`src/hw/adcsq_regs.vh`:
```
`ifndef ADCSQ_REGS_VH
`define ADCSQ_REGS_VH
// Register byte offsets on the APB bus.
`define ADCSQ_CTRL_OFS      12'h000
`define ADCSQ_CFG_OFS       12'h004
`define ADCSQ_SCAN_OFS      12'h008
`define ADCSQ_CMP_OFS       12'h00c
`define ADCSQ_CAL_OFS       12'h010
`define ADCSQ_STAT_OFS      12'h014
`define ADCSQ_RES_OFS       12'h018
// Control register fields.
`define ADCSQ_CTRL_ENABLE   0
`define ADCSQ_CTRL_FLUSH    1
`define ADCSQ_CTRL_GO       2
// Configuration register fields.
`define ADCSQ_CFG_RES8      0
`define ADCSQ_CFG_EVSTART   1
`define ADCSQ_CFG_EVFLUSH   2
`define ADCSQ_CFG_CMPABOVE  3
`define ADCSQ_CFG_CMPEN     4
`define ADCSQ_CFG_GAIN_LO   8
`define ADCSQ_CFG_PRE_LO    12
// Status register fields.
`define ADCSQ_STAT_DONE     0
`define ADCSQ_STAT_BUSY     1
// Reset values.
`define ADCSQ_CFG_RST       32'h0000_0000
`define ADCSQ_SCAN_RST      32'h0000_0000
// Timing figures in conversion-clock half cycles.
`define ADCSQ_RES8_HALVES   5'd9
`define ADCSQ_RES12_HALVES  5'd13
`endif

```
`src/hw/adcsq_top.v`:
```
`timescale 1ns/1ps
`default_nettype none
`include "adcsq_regs.vh"

// Notes on behaviour
// Conversion starts on the software go bit or on a selected event.
// Scan converts lowest selected input first, then steps by one per conversion.
// Conversion clock is the peripheral clock divided by a programmable prescaler.
// Delay is one plus half of resolution plus one plus gain cycles.
// MSB first; rest over three or five cycles, one bit per half cycle.
// In the last cycle the result is stored and the done flag set.
// Start must come one peripheral cycle before the intended conversion cycle.
// Input is sampled in the first half of the first conversion cycle.
// Each gain doubling adds one half cycle through a non-converting stage.
// A new conversion may start right after the previous one completes; here only with odd gain, one idle half later with even gain.
// Every new result raises a DMA request.
// Interrupt and event raised on completion or on compare threshold; here only the event follows the compare, the interrupt every result.
// Software loads the production calibration value into the calibration register.
// Flush drops conversions, restarts the clock, starts on next peripheral cycle.
// Flush comes from software or automatically from an event.
// With flush on trigger, triggers must be spaced beyond the delay.
// Pending starts not cleared before a flush start right after it.
// The go bit clears itself once the conversion has begun.
// After a flush, pending conversions enter and complete.
// After the last scan source the selection returns to the first.
module adcsq_top #(
    parameter SEL_W = 4,
    parameter PRE_W = 3
) (
    input  wire        CLK,
    input  wire        RSTN,
    input  wire        PSEL,
    input  wire        PENABLE,
    input  wire        PWRITE,
    input  wire [11:0] PADDR,
    input  wire [31:0] PWDATA,
    output reg  [31:0] PRDATA,
    output reg         PREADY,
    output reg         PSLVERR,
    input  wire        EVENT_IN,
    input  wire [11:0] SAR_BITS,
    output reg         SAMPLE_HOLD,
    output reg         CONV_CLK,
    output reg  [SEL_W-1:0] INPUT_SELECTOR,
    output reg         DONE_IRQ,
    output reg         DONE_EVENT,
    output reg         DMA_REQ,
    output reg  [11:0] CAL_VALUE
);
    // Timing overview of the engine below.
    // A conversion always begins on a rising edge of the conversion clock.
    // While enabled the engine is stepped once per half period of that clock, never faster.
    // The first half samples the selected input while SAMPLE_HOLD is high.
    // The gain halves that follow move the sample along without resolving a bit.
    // The remaining halves resolve one result bit each, most significant first.
    // The result is posted at the start of the last half of the conversion.
    // With odd gain, posting it then leaves the engine idle exactly when the next rising edge comes.
    // A queued start or a running scan is therefore taken with no idle cycle between if the gain is odd, one idle half later if it is even.
    // A flush drops the conversion in flight but keeps every pending start.
    // Pending starts are taken on the first conversion-clock edge after the flush.
    // Software that wants a clean restart must clear its pending starts first.
    // The prescaler only runs while the block is enabled, which saves power.
    // While disabled no conversion starts, even if a start is written; one in flight steps on every peripheral cycle.
    // Conversion engine states.
    localparam ST_IDLE = 2'd0;
    localparam ST_CONV = 2'd1;
    localparam ST_LAST = 2'd2;

    reg             enable_r;
    reg             go_pend_r;
    reg             ev_pend_r;
    reg  [31:0]     cfg_r;
    reg  [SEL_W-1:0] first_sel_r;
    reg  [SEL_W-1:0] scan_cnt_r;
    reg  [SEL_W-1:0] scan_idx_r;
    reg  [11:0]     cmp_r;
    reg  [15:0]     result_r;
    reg             done_r;
    reg  [1:0]      state_r;
    reg  [5:0]      half_r;
    reg  [7:0]      pre_cnt_r;
    reg             phase_r;
    reg  [11:0]     shift_r;
    reg             scan_run_r;

    // The scan flag lets a sequence continue without a fresh start request.
    // Without it the self-clearing go bit would stop every scan after one source.
    // Bus strobes are decoded once here and shared by the processes below; the APB slave decodes its setup strobe itself.
    // Only the access phase of a transfer changes control or configuration state; the setup phase loads the bus response.
    wire            wr_acc = PSEL & PENABLE & PWRITE;
    wire            rd_acc = PSEL & PENABLE & ~PWRITE;
    wire            ofs_ok = (PADDR == `ADCSQ_CTRL_OFS) || (PADDR == `ADCSQ_CFG_OFS) ||
                             (PADDR == `ADCSQ_SCAN_OFS) || (PADDR == `ADCSQ_CMP_OFS) ||
                             (PADDR == `ADCSQ_CAL_OFS) || (PADDR == `ADCSQ_STAT_OFS) ||
                             (PADDR == `ADCSQ_RES_OFS);
    wire            wr_ctrl = wr_acc & (PADDR == `ADCSQ_CTRL_OFS);
    wire            sw_flush = wr_ctrl & PWDATA[`ADCSQ_CTRL_FLUSH];
    wire            ev_flush = EVENT_IN & cfg_r[`ADCSQ_CFG_EVFLUSH] & enable_r;
    wire            flush = enable_r & (sw_flush | ev_flush);
    wire            res8 = cfg_r[`ADCSQ_CFG_RES8];
    wire [2:0]      gain = cfg_r[`ADCSQ_CFG_GAIN_LO +: 3];
    wire [PRE_W-1:0] pre_sel = cfg_r[`ADCSQ_CFG_PRE_LO +: PRE_W];
    // The prescaler divides by 2^(pre_sel+1); each half of CONV_CLK is 2^pre_sel cycles.
    wire [7:0]      pre_top = (8'h01 << pre_sel) - 8'h01;
    wire            half_tick = (pre_cnt_r == pre_top);
    wire            edge_rise = half_tick & ~phase_r;
    // Total length in half cycles: 2 + (res + 1) + gain halves.
    wire [5:0]      total_halves = 6'd2 + {1'b0, (res8 ? `ADCSQ_RES8_HALVES
                                           : `ADCSQ_RES12_HALVES)} + {3'd0, gain};
    wire            pend = go_pend_r | ev_pend_r;
    wire [11:0]     res_val = res8 ? {4'h0, shift_r[11:4]} : shift_r;
    wire            cmp_hit = cfg_r[`ADCSQ_CFG_CMPABOVE] ? (res_val > cmp_r)
                                                        : (res_val < cmp_r);
    wire [SEL_W-1:0] last_idx = scan_cnt_r;

    // APB slave: zero wait state, errors on unmapped offsets.
    // Ready is raised for exactly the access cycle that follows each setup cycle.
    // Read data are latched in the setup cycle, so they stand through the access.
    // Latching early keeps the read path off the decode of the access strobe.
    // An unmapped offset answers with an error and reads back as zero.
    // Writes to unmapped offsets are dropped without side effects.
    // Back-to-back transfers are accepted with no idle cycle between them.
    always @(posedge CLK or negedge RSTN)
    begin
        if (!RSTN)
        begin
            PREADY  <= 1'b0;
            PSLVERR <= 1'b0;
            PRDATA  <= 32'h0000_0000;
        end
        else
        begin
            PREADY  <= PSEL & ~PENABLE;
            PSLVERR <= PSEL & ~PENABLE & ~ofs_ok;
            if (PSEL & ~PENABLE & ~PWRITE)
            begin
                case (PADDR)
                    `ADCSQ_CTRL_OFS: PRDATA <= {29'h0, go_pend_r, 1'b0, enable_r};
                    `ADCSQ_CFG_OFS:  PRDATA <= cfg_r;
                    `ADCSQ_SCAN_OFS: PRDATA <= {16'h0, 4'h0, scan_cnt_r, 4'h0, first_sel_r};
                    `ADCSQ_CMP_OFS:  PRDATA <= {20'h0, cmp_r};
                    `ADCSQ_CAL_OFS:  PRDATA <= {20'h0, CAL_VALUE};
                    `ADCSQ_STAT_OFS: PRDATA <= {30'h0, (state_r != ST_IDLE), done_r};
                    `ADCSQ_RES_OFS:  PRDATA <= {16'h0, result_r};
                    default:         PRDATA <= 32'h0000_0000;
                endcase
            end
        end
    end

    // Configuration registers; the calibration value is only loaded by software.
    // The block has no access to a production store, so it cannot load it itself.
    // Configuration may change at any time, but a conversion in flight sees it.
    // Software should therefore change resolution or gain only while idle.
    // The enable bit is written together with the flush and go bits of control.
    always @(posedge CLK or negedge RSTN)
    begin
        if (!RSTN)
        begin
            enable_r    <= 1'b0;
            cfg_r       <= `ADCSQ_CFG_RST;
            first_sel_r <= {SEL_W{1'b0}};
            scan_cnt_r  <= {SEL_W{1'b0}};
            cmp_r       <= 12'h000;
            CAL_VALUE   <= 12'h000;
        end
        else if (wr_acc)
        begin
            case (PADDR)
                `ADCSQ_CTRL_OFS: enable_r <= PWDATA[`ADCSQ_CTRL_ENABLE];
                `ADCSQ_CFG_OFS:  cfg_r <= PWDATA;
                `ADCSQ_SCAN_OFS:
                begin
                    first_sel_r <= PWDATA[SEL_W-1:0];
                    scan_cnt_r  <= PWDATA[8 +: SEL_W];
                end
                `ADCSQ_CMP_OFS:  cmp_r <= PWDATA[11:0];
                `ADCSQ_CAL_OFS:  CAL_VALUE <= PWDATA[11:0];
                default:         cmp_r <= cmp_r;
            endcase
        end
    end

    // Prescaler for the conversion clock; a flush restarts it in phase.
    // Each half period lasts a power of two of peripheral clock cycles.
    // Powers of two keep the divider a plain counter with one compare.
    // Loading the counter with its top value makes the next cycle a half tick.
    // That is how a flush starts the conversion on the very next cycle.
    // While disabled the counter is parked at its top and the output stays low.
    // The divided clock is a register output, so it carries no glitches.
    always @(posedge CLK or negedge RSTN)
    begin
        if (!RSTN)
        begin
            pre_cnt_r <= 8'h00;
            phase_r   <= 1'b0;
            CONV_CLK  <= 1'b0;
        end
        else if (flush || !enable_r)
        begin
            // Restarting leaves the next CLK edge aligned with a conversion-clock edge.
            pre_cnt_r <= pre_top;
            phase_r   <= 1'b0;
            CONV_CLK  <= 1'b0;
        end
        else if (half_tick)
        begin
            pre_cnt_r <= 8'h00;
            phase_r   <= ~phase_r;
            CONV_CLK  <= ~phase_r;
        end
        else
        begin
            pre_cnt_r <= pre_cnt_r + 8'h01;
        end
    end

    // Start requests stay pending until the engine takes them; a set beats a take.
    // A start that arrives late in a half is simply taken at the next rising edge.
    // Requests are only consumed on an edge where the engine can really begin.
    // A flush cycle never consumes a request, so the request survives the flush.
    // The go request is served before the event request when both are pending.
    // The event request then waits for the following conversion.
    always @(posedge CLK or negedge RSTN)
    begin
        if (!RSTN)
        begin
            go_pend_r <= 1'b0;
            ev_pend_r <= 1'b0;
        end
        else
        begin
            // Pending starts survive a flush and are taken straight after it.
            if (wr_ctrl && PWDATA[`ADCSQ_CTRL_GO])
                go_pend_r <= 1'b1;
            else if (state_r == ST_IDLE && edge_rise && enable_r && !flush)
                go_pend_r <= 1'b0;
            if (EVENT_IN && cfg_r[`ADCSQ_CFG_EVSTART] && enable_r)
                ev_pend_r <= 1'b1;
            else if (state_r == ST_IDLE && edge_rise && enable_r && !go_pend_r && !flush)
                ev_pend_r <= 1'b0;
        end
    end

    // Conversion engine, advanced on half cycles of the conversion clock.
    // The half counter starts at one in the sampling half of a conversion.
    // The last state covers the two halves before the final one and posts the result as it ends.
    // Completion pulses last one peripheral cycle, whatever the prescaler.
    // The done flag stays set until software reads the result register.
    // A read and a completion in the same cycle leave the flag set.
    // The input selector is only updated while idle, so a sample never moves.
    // A scan steps the selector after each result and wraps after the last source.
    // The scan flag survives a flush, so a scan interrupted after its first result resumes.
    // The interrupt level is the done flag delayed by one cycle.
    always @(posedge CLK or negedge RSTN)
    begin
        if (!RSTN)
        begin
            state_r        <= ST_IDLE;
            half_r         <= 6'd0;
            scan_idx_r     <= {SEL_W{1'b0}};
            INPUT_SELECTOR <= {SEL_W{1'b0}};
            SAMPLE_HOLD    <= 1'b0;
            shift_r        <= 12'h000;
            scan_run_r     <= 1'b0;
            result_r       <= 16'h0000;
            done_r         <= 1'b0;
            DONE_IRQ       <= 1'b0;
            DONE_EVENT     <= 1'b0;
            DMA_REQ        <= 1'b0;
        end
        else
        begin
            DONE_EVENT <= 1'b0;
            DMA_REQ    <= 1'b0;
            if (rd_acc && PADDR == `ADCSQ_RES_OFS)
                done_r <= 1'b0;
            if (flush)
            begin
                state_r     <= ST_IDLE;
                SAMPLE_HOLD <= 1'b0;
                half_r      <= 6'd0;
            end
            else if (half_tick)
            begin
                case (state_r)
                    ST_IDLE:
                    begin
                        INPUT_SELECTOR <= first_sel_r + scan_idx_r;
                        if (edge_rise && enable_r && (pend || scan_run_r))
                        begin
                            state_r     <= ST_CONV;
                            half_r      <= 6'd1;
                            SAMPLE_HOLD <= 1'b1;
                        end
                    end
                    ST_CONV:
                    begin
                        SAMPLE_HOLD <= 1'b0;
                        half_r      <= half_r + 6'd1;
                        // Gain halves pass through without resolving a bit.
                        if (half_r > {3'd0, gain})
                            shift_r <= SAR_BITS;
                        if (half_r == total_halves - 6'd3)
                            state_r <= ST_LAST;
                    end
                    ST_LAST:
                    begin
                        half_r <= half_r + 6'd1;
                        if (half_r == total_halves - 6'd1)
                        begin
                            result_r   <= {4'h0, res_val};
                            done_r     <= 1'b1;
                            DMA_REQ    <= 1'b1;
                            DONE_EVENT <= ~cfg_r[`ADCSQ_CFG_CMPEN] | cmp_hit;
                            // Keep the sequence running without a new start until the last source.
                            scan_run_r <= (scan_idx_r != last_idx);
                            if (scan_idx_r == last_idx)
                                scan_idx_r <= {SEL_W{1'b0}};
                            else
                                scan_idx_r <= scan_idx_r + {{(SEL_W-1){1'b0}}, 1'b1};
                            // Back to idle lands on a falling half with odd gain, on a rising one with even gain; next rising edge may start.
                            state_r <= ST_IDLE;
                        end
                    end
                    default: state_r <= ST_IDLE;
                endcase
            end
            DONE_IRQ <= done_r;
        end
    end
endmodule
`default_nettype wire

```
`config.mk`:
```
export PLATFORM = sky130hd
export DESIGN_NAME = adcsq_top
export DESIGN_NICKNAME = d
export VERILOG_FILES = /design/src/hw/adcsq_top.v
export VERILOG_INCLUDE_DIRS = /design/src /design/src/hw
export SDC_FILE = /design/constraint.sdc
export NUM_CORES = 1
export LEC_CHECK = 0
export ABC_AREA = 0
export BUFFER_PORTS_ARGS = -buffer_cell sky130_fd_sc_hd__buf_4
export CORE_MARGIN = 5
export CORE_UTILIZATION = 45
export CTS_CLUSTER_SIZE = 40
export DETAILED_ROUTE_END_ITERATION = 10
export GPL_TIMING_DRIVEN = 0
export PLACE_DENSITY = 0.72
export SKIP_LAST_GASP = 1
export SLEW_MARGIN = 20
export SYNTH_ARGS = -nofsm -noshare
export SYNTH_HDL_FRONTEND = slang
export SYNTH_SLANG_ARGS = --single-unit
```
`constraint.sdc`:
```
create_clock -name CLK -period 5.99 [get_ports CLK]
set_input_delay 0.599 -clock CLK [delete_from_list [all_inputs] [get_ports CLK]]
set_output_delay 0.599 -clock CLK [all_outputs]
set_load 0.01 [all_outputs]
```
Word level (Yosys, flattened, before mapping)
Index checks and enable logic that the tools add are counted.
{"block": "op_classes", "n_addsub": 9, "mul": 0, "n_div": 0, "magnitude_cmp": 3, "eq_ne": 16, "n_shift": 1, "n_mux": 40, "bitwise_logic": 21, "n_reduce_logical": 43}
{"cell": "case mux 32 bit (7 select lines)", "n": 1}
{"cell": "equality test 12 x 5 -> 1 bit (second input constant)", "n": 3}
{"cell": "equality test 12 x 4 -> 1 bit (second input constant)", "n": 2}
{"cell": "2-to-1 mux 1 bit", "n": 23}
{"cell": "2-to-1 mux 6 bit", "n": 3}
{"cell": "2-to-1 mux 8 bit", "n": 2}
{"cell": "bitwise AND 1 bit", "n": 12}
{"cell": "equality test 12 x 3 -> 1 bit (second input constant)", "n": 1}
{"cell": "equality test 6 bit", "n": 2}
{"cell": "> comparator 12 bit", "n": 1}
{"cell": "zero test 12 bit", "n": 1}
{"cell": "< comparator 12 bit", "n": 1}
{"cell": "2-to-1 mux 12 bit", "n": 1}
{"cell": "case mux 6 bit (2 select lines)", "n": 1}
{"cell": "AND reduction 4 bit", "n": 3}
{"cell": "logical AND 1 bit", "n": 11}
{"cell": "2-to-1 mux 2 bit", "n": 5}
{"cell": "AND reduction 2 bit", "n": 5}
{"cell": "nonzero test 2 bit", "n": 5}
{"cell": "AND reduction 3 bit", "n": 3}
{"cell": "adder 8 x 1 -> 8 bit (second input constant)", "n": 1}
{"cell": "equality test 8 bit", "n": 1}
{"cell": "logical OR 1 bit", "n": 8}
{"cell": "<< shifter 1 x 3 -> 8 bit (first input constant)", "n": 1}
{"cell": "other kinds (25)", "n": 36}
{"block": "word_totals", "register_bits": 156, "latch_bits": 0, "mem_bits_rw": 0, "mem_bits_ro": 0, "input_bits": 62, "output_inout_bits": 55, "wordCells": 158, "n_memories": 0}

Depth between registers and ports, before layout
Gate-level depths: netlist of the first run.
{"block": "depth", "word_depth": 10, "mapped_depth": 13, "ltp_nobuf": 12}

Least setup slack after synthesis of the first run
OpenSTA, ideal clock, no wires.
{"block": "synth_path", "kind": "register to register", "from": "register cfg_r[8]", "to": "register result_r[10]", "setup_time_ns": 0.125, "arrival_time_ns": 2.995, "required_ns": 5.865, "slack_ns": 2.870, "path_stages_with_launch": 13, "path_buffers": 2, "synth_period_minus_slack_ns": 3.120, "cell_sequence": "dfrtp_1 > clkbuf_1 > inv_1 > ha_1 > inv_1 > fa_1 > nand2b_1 > o311a_1 > o31ai_1 > o2111a_1 > nand3_4 > buf_6 > mux2_4"}
{"block": "synth_via", "elab_chain_len": 4}
{"element": "start: declaration", "line_no": "adcsq_top.v:72", "text": "reg [31:0] cfg_r;"}
{"element": "start signal: assignment", "line_no": "adcsq_top.v:161", "text": "cfg_r <= `ADCSQ_CFG_RST;"}
{"element": "adder 5 x 3 -> 6 bit", "line_no": "adcsq_top.v:108", "text": "wire [5:0] total_halves = 6'd2 + {1'b0, (res8 ? `ADCSQ_RES8_HALVES"}
{"element": "subtractor 6 x 1 -> 6 bit", "line_no": "adcsq_top.v:310", "text": "if (half_r == total_halves - 6'd1)"}
{"element": "equality test 6 bit", "line_no": "adcsq_top.v:310"}
{"element": "AND reduction 4 bit (no source line)"}
{"element": "end signal: assignment", "line_no": "adcsq_top.v:312", "text": "result_r <= {4'h0, res_val};"}
{"element": "end: declaration", "line_no": "adcsq_top.v:77", "text": "reg [15:0] result_r;"}
Every way passes these cells.
A chain may end at the register's enable or synchronous reset.

Final worst setup path of the first run
{"block": "layout_path", "from": "register cfg_r[0]", "to": "register scan_idx_r[3]"}
{"block": "layout_via", "elab_chain_len": 6}
{"element": "2-to-1 mux 3 bit (no source line)"}
{"element": "adder 2 x 4 -> 5 bit", "line_no": "adcsq_top.v:108"}
{"element": "adder 5 x 3 -> 6 bit", "line_no": "adcsq_top.v:108"}
{"element": "subtractor 6 x 1 -> 6 bit", "line_no": "adcsq_top.v:310"}
{"element": "equality test 6 bit", "line_no": "adcsq_top.v:310"}
{"element": "AND reduction 4 bit (no source line)"}
{"element": "end signal: assignment", "line_no": "adcsq_top.v:261", "text": "scan_idx_r <= {SEL_W{1'b0}};"}
{"element": "end signal: assignment", "line_no": "adcsq_top.v:319", "text": "scan_idx_r <= {SEL_W{1'b0}};"}
{"element": "end signal: assignment", "line_no": "adcsq_top.v:321", "text": "scan_idx_r <= scan_idx_r + {{(SEL_W-1){1'b0}}, 1'b1};"}
{"element": "end: declaration", "line_no": "adcsq_top.v:75", "text": "reg [SEL_W-1:0] scan_idx_r;"}
Every way passes these cells.

==> reports/metrics.cfg, run 1 <==
[yosys]
syn_area_per_cell_um2 = 11.0
yosys_warnings = 0
ys_seq_elements = 156
synthTopCellsByArea = dfrtp_1 (49%), mux2_2 (9.2%), ha_1 (4.4%), nand2_1 (3.0%), o21ai_0 (2.9%)
synth_edf_count = 0
syn-cell-area_mm2 = 0.00799
synth_top_cell_by_area = dfrtp_1
yosysSeqAreaShare_pct = 48.9
synthCells = 728
ys_types = 73
netlist.area_leader.share_pct = 48.9
synth_nets = 820
yosysMostFrequentCell = dfrtp_1
synthTopCellsByCount = dfrtp_1 (156), mux2_2 (65), nand2_1 (64)
synthArstFlopShare_pct = 100
yosys_most_used_dff = dfrtp_1

[floorplanning]
die_y_um = 143
num_io_pins = 117
die_area_mm2 = 0.0205
row_count = 48
initial_utilization_pct = 46.0
core-area_mm2 = 0.0174
die_x_um = 143

[sta]
slew_headroom_pct = 34.5
period_share_pct = 62.3
fin_crit_ns = 3.73
finClkSkew_ns = 0.00969
final_hold_viol_count = 0
slew_viol_final = 0
rsz0062_at_grt = false
worst_pin_slew_ns = 0.974
max_clock_freq_mhz = 268
setup_violations = 0
tns_ns = 0

[routing]
dr.pass1.iters = 5
drcViolationCount = 0
avgRoutedWirePerCell_um = 18.9
drtIter0Drc = 351
wl_um = 20800
vias = 6229
drtAntennaViolNets = 0
routed_via_density = 5.66

[setup_path]
critPathCaptureType = flip-flop
cpMaxStageDelayCell = fa_1
max_stage_delay_ns = 0.64
startpoint_type = flip-flop
reg2reg_depth = 11
cp_max_fo = 10
endpoint = scan_idx_r[3]
r2r_slack_ns = 2.26
r2r-start = cfg_r[0]
path_class = reg -> reg
arrival_ns = 4.06
cp-startpoint = cfg_r[0]
timing.rr.end = scan_idx_r[3]
cp.required_ns = 6.32
path_cells = clkbuf_1 > inv_1 > fa_1 > nand2b_1 > o311a_1 > o31ai_1 > o2111a_1 > nand3_1 > inv_1 > nand2_1 > o31ai_1

[status]
status = complete, no violations

[global_routing]
grt_util_all_layers_pct = 20.3
grt_max_degree = 98
overflow = 0
grt_pass1_vias = 6022
grt_pass1_wl_um = 32200
antenna_found_initial = 1

[power]
p_leak_nw = 4.67
peakVddDrop_mv = 0.246
p_per_area_mw_per_mm2 = 303

[finish]
area_growth_syn_to_layout_pct = 22.2
fin_area_mm2 = 0.00976
layout-drive-gt1-share_pct = 27.3
final.fill_count = 1481
fin_nets = 955
antennaDiodeCount = 0
fin_util_pct = 56.2
instances_no_fill = 1100

[clock_tree]
insertion_delay_ns = 0.43
cts_buffers = 17
cts.clk_slew.worst_paths_ns = 0.07
cts_max_path_buffers = 2
numClockSinks = 156
cts_tree = built
postCtsHoldBufs = 0
cts_setup_buffers = 0
clock_tree.root_cell = clkbuf_16
htreeDepth = 4
cts_resized = 0

[placed_design]
hpwl_um = 15100
port_buffers = 115
placed_area_mm2 = 0.00917
placedCellCount = 1069
place_congestion = 0.864

[hold_path]
min_path_type = in -> async

[run]
cap_violations = 0

==> layer usage <==
layer	vias to the layer above	share of wire [%]	global-route usage, %
met2	207	46	31.4
li1	2927	-	-
met4	2	2.0	6.74
met3	36	6.2	4.22
met1	3057	46	28.6
met5	-	0.058	0
==> critical path, delay by kind of cell, from the launching register on <==
family,cells,cell delay [ns]
AOI/OAI and AO/OA,4,1.15
buffers and inverters,3,0.82
adders and majority gates,1,0.64
and+or+nand+nor,3,0.58
DFF,1,0.43
==> registers in the layout (all words and copies together), names as in the netlist, 2 cells and up <==
signal and count:
PRDATA 32, cfg_r 32, CAL_VALUE 12, cmp_r 12, result_r 12, shift_r 12, pre_cnt_r 8, half_r 6
INPUT_SELECTOR 4, first_sel_r 4, last_idx 4, scan_idx_r 4, state_r 2
==> per-stage QoR <==
stage / power (mW) / hold slack [ns] / setup slack [ns]
floorplan: 1.66 / 0.303 / 2.87
global placement: 1.86 / 0.412 / 2.30
detailed placement: 1.88 / 0.414 / 2.27
CTS: 2.97 / 0.108 / 2.25
global route: 3.10 / 0.122 / 2.09
finish: 2.96 / 0.0961 / 2.26
==> how the worst min path moves through the flow <==
| stage | endpoint | slack (ns) | cells after the start | start |
|---|---|---|---|---|
| after floorplan | CAL_VALUE[0] | 0.30 | 0 | RSTN |
| after global placement | DONE_IRQ | 0.41 | 0 | done_r |
| after detailed placement | DONE_IRQ | 0.41 | 0 | done_r |
| after CTS | INPUT_SELECTOR[2] | 0.11 | 1 | RSTN |
| after global routing | INPUT_SELECTOR[2] | 0.12 | 1 | RSTN |
| final | INPUT_SELECTOR[2] | 0.1 | 1 | RSTN |
==> logic make-up (layout without fill, tap and decap cells) <==
group,count (synthesis),count (layout),share of synthesized area [%]
buffers and inverters,74,221,3.81
DFF,156,156,48.9
xor gates and xnor gates,20,20,2.19
AOI/OAI and AO/OA,169,169,14.8
muxes,88,88,12.5
adders and majority gates,30,30,4.89
and+or+nand+nor,191,191,12.9
==> cells in the final DEF, fill, tap and decap left out, drive strengths merged, types with 4 or more instances in the layout <==
master	count
nor2	21
a31oi	4
clkbuf	47
o21ai	50
clkinvlp	4
nor2b	14
a221oi	11
nand2b	13
mux2i	9
and2	7
mux2	78
dfrtp	156
nand4	4
nor3	10
a211oi	4
a21oi	21
a22oi	7
a32o	4
xor2	8
and3	11
buf	127
a22o	26
nand2	64
inv	40
nand3	20
nor4	7
o211ai	4
o22ai	7
xnor2	12
ha	28
==> cell type report <==
cell class	count	area (um^2)	area share (%)
Clock inverter	11	134	1.37
Buffer	38	169	1.73
Inverter	36	135	1.38
Sequential cell	156	3900	40.0
Clock buffer	20	457	4.68
Timing Repair Buffer	116	898	9.20
Tap cell	225	282	2.88
Multi-Input combinational cell	498	3780	38.8
==> power breakdown <==
group | internal [mW] | switching (mW)
Sequential | 1.17 | 0.0824
Combinational | 0.299 | 0.322
Clock | 0.639 | 0.454
Total | 2.10 | 0.858
Note: power is estimated with default switching activity, not from simulation.
==> run 2: changes to the inputs <==
Settings changed: ABC_AREA 0 to 1.
Clock period 5.99 ns to 3.83 ns, I/O delays scaled along.
==> reports/metrics.cfg, run 2 <==
[status]
status = complete, no violations

[floorplanning]
die_y_um = 145  ; +1.3%
initial_utilization_pct = 45.7  ; -0.29 points
die_x_um = 145  ; +1.3%
die_area_mm2 = 0.0211  ; +2.6%
num_io_pins = 117  ; unchanged
row_count = 49  ; +2.1%
core-area_mm2 = 0.0180  ; +3.5%

[setup_path]
cp_num_buf_inv = 5  ; +2
arrival_ns = 3.14  ; -0.92 ns
cp_max_fo = 10  ; unchanged
path_cells = inv_1 > ha_1 > inv_1 > fa_1 > nor2_4 > inv_1 > nand3_2 > nand2_1 > nand2_1 > nand2_1 > nor2_2 > nand2_1 > inv_1 > nand3_1 > buf_2 > nand2_1 > nand2_1
reg2reg_depth = 17  ; +6
cp-startpoint = cfg_r[8]
crit_family = simple AND/OR/NAND/NOR gates
critPathCaptureType = flip-flop
cp.required_ns = 4.15  ; -2.17 ns
startpoint_type = flip-flop
timing.rr.end = result_r[8]
r2r_slack_ns = 1.01  ; -1.25 ns
path_class = reg -> reg
max_stage_delay_ns = 0.54  ; -0.10 ns
r2r-start = cfg_r[8]
cpMaxStageDelayCell = fa_1
cp_common_cell = nand2_1

[clock_tree]
insertion_delay_ns = 0.43  ; about the same
clock_tree.root_cell = clkbuf_16
cts_buffers = 17  ; unchanged
htreeDepth = 4  ; unchanged
cts_setup_buffers = 0  ; unchanged
cts.clk_slew.worst_paths_ns = 0.07  ; about the same
numClockSinks = 156  ; unchanged
cts_resized = 0  ; unchanged
cts_max_path_buffers = 2  ; unchanged
cts_tree = built

[placed_design]
place_congestion = 0.931  ; +7.7%
placed_area_mm2 = 0.00941  ; +2.6%
port_buffers = 116  ; +0.87%
hpwl_um = 16900  ; +12%

[yosys]
synth_compound_area_share_pct = 9.29  ; -5.5 points
synthCells = 1004  ; +38%
synth_top_cell_by_area = dfrtp_1
yosysMostFrequentCell = nand2_1
synth_nets = 1096  ; +34%
synthArstFlopShare_pct = 100  ; unchanged
synth.area.mux_share_pct = 2.74  ; -9.8 points
synth_edf_count = 0  ; unchanged
synth-xor-area-share_pct = 2.13  ; -0.061 points
ys_seq_elements = 156  ; unchanged
synth_top_family_by_area = simple AND/OR/NAND/NOR gates
yosysSeqAreaShare_pct = 47.5  ; -1.4 points
ys_types = 42  ; -42%
synthTopCellsByArea = dfrtp_1 (48%), nand2_1 (15%), nand3_1 (5.1%), o21ai_0 (4.8%), inv_1 (4.3%)
yosys_warnings = 0  ; unchanged
netlist.area_leader.share_pct = 47.5  ; -1.4 points
synth_simple_gate_area_share_pct = 26.6  ; +14 points
yosys_most_used_dff = dfrtp_1
syn_area_per_cell_um2 = 8.19  ; -25%
syn-cell-area_mm2 = 0.00822  ; +2.8%
synthTopCellsByCount = nand2_1 (325), dfrtp_1 (156), inv_1 (95)
synth_fa_ha_area_share_pct = 4.75  ; -0.14 points

[sta]
tns_ns = 0  ; unchanged
slew_viol_final = 0  ; unchanged
fin_crit_ns = 2.82  ; -0.910 ns
slew_headroom_pct = 58.7  ; +24 points
max_clock_freq_mhz = 355  ; +32%
rsz0062_at_grt = false
final_hold_viol_count = 0  ; unchanged
period_share_pct = 73.6  ; +11 points
hold_slack_ns = 0.169  ; +0.0732 ns
worst_pin_slew_ns = 0.619  ; -0.355 ns
setup_violations = 0  ; unchanged
finClkSkew_ns = 0.00725  ; -0.00244 ns

[routing]
routed_via_density = 5.25  ; -7.2%
vias = 7265  ; +17%
drtIter0Drc = 480  ; +37%
wl_um = 22400  ; +7.8%
dr.pass1.iters = 7  ; +2
avgRoutedWirePerCell_um = 16.2  ; -14%
drtAntennaViolNets = 0  ; unchanged
drcViolationCount = 0  ; unchanged

[global_routing]
grt_pass1_wl_um = 36700  ; +14%
grt_util_all_layers_pct = 21.3  ; +1.0 points
grt_pass1_vias = 7124  ; +18%
overflow = 0  ; unchanged
antenna_found_initial = 1  ; unchanged
grt_max_degree = 95  ; -3.1%

[finish]
antennaDiodeCount = 0  ; unchanged
area_growth_syn_to_layout_pct = 21.9
fin_nets = 1233  ; +29%
layout_commonest_cell = nand2_1
reg.largest.list = PRDATA: 32 flops, cfg_r: 32 flops
layout_common_cells = nand2_1 (325), dfrtp_1 (156), buf_4 (117), inv_1 (95), nand3_1 (83)
layout-drive-gt1-share_pct = 20.0  ; -7.3 points
fin_area_mm2 = 0.0100  ; +2.7%

[hold_path]
holdPathStages = 2
min_from = PENABLE
min_path_type = in -> reg
hold_end = PREADY

[run]
cap_violations = 0  ; unchanged

[power]
p_per_area_mw_per_mm2 = 446  ; +47%
p_leak_nw = 5.23  ; +12%
power.total_mw = 4.47  ; +51%
peakVddDrop_mv = 0.389  ; +58%

## run 2: logic make-up after synthesis
group                      Yosys count
AOI/OAI and AO/OA                  134
xor gates and xnor gates            20
adders and majority gates           30
buffers and inverters              138
DFF                                156
muxes                               20
and+or+nand+nor                    506
## run 2: repair_timing
action	CTS	global route
hold buffers	1	0
hold endpoints to repair	62	0
endpoints found under the setup margin	0	0
## run 2: per-layer routing
| metal | share of wire [%] | global-route usage [%] |
|---|---|---|
| met5 | 0.031 | 0 |
| met4 | 2.9 | 7.93 |
| met2 | 47 | 34.0 |
| met3 | 6.5 | 5.08 |
| met1 | 44 | 28.3 |
## run 2: final cells by class
| type | instances | area [um^2] |
|---|---|---|
| flip-flops and latches | 156 | 3900 |
| clock buffers | 18 | 439 |
| well taps | 229 | 287 |
| repair buffers | 118 | 916 |
| multi-input cells | 710 | 3740 |
| inverters | 106 | 398 |
| clock inverters | 14 | 161 |
| plain buffers | 32 | 178 |
| fillers | 1651 | 7940 |
## run 2: worst max-delay path by stage
stage	cells past startpoint	slack (ns)	to
2_1_floorplan	14	1.36	scan_idx_r[0]
3_3_place_gp	16	1.0	DONE_EVENT
3_5_place_dp	17	1.0	result_r[8]
4_1_cts	17	0.98	result_r[8]
5_1_grt	17	0.73	result_r[8]
6_report	17	1.01	result_r[8]
## run 2: through the flow
stage / setup WS [ns] / util (%) / instances
global route: 0.727 / 55.8 / 1383
finish: 1.01 / 55.8 / 1383
CTS: 0.983 / 55.8 / 1383
floorplan: 1.36 / - / 1004
global placement: 0.999 / 52.2 / 1349
detailed placement: 0.996 / 52.4 / 1350
## run 2: report_power, final
| group | internal [mW] | switching [mW] |
|---|---|---|
| logic | 0.358 | 0.582 |
| registers | 1.74 | 0.0720 |
| clock network | 0.989 | 0.720 |
| total | 3.09 | 1.37 |
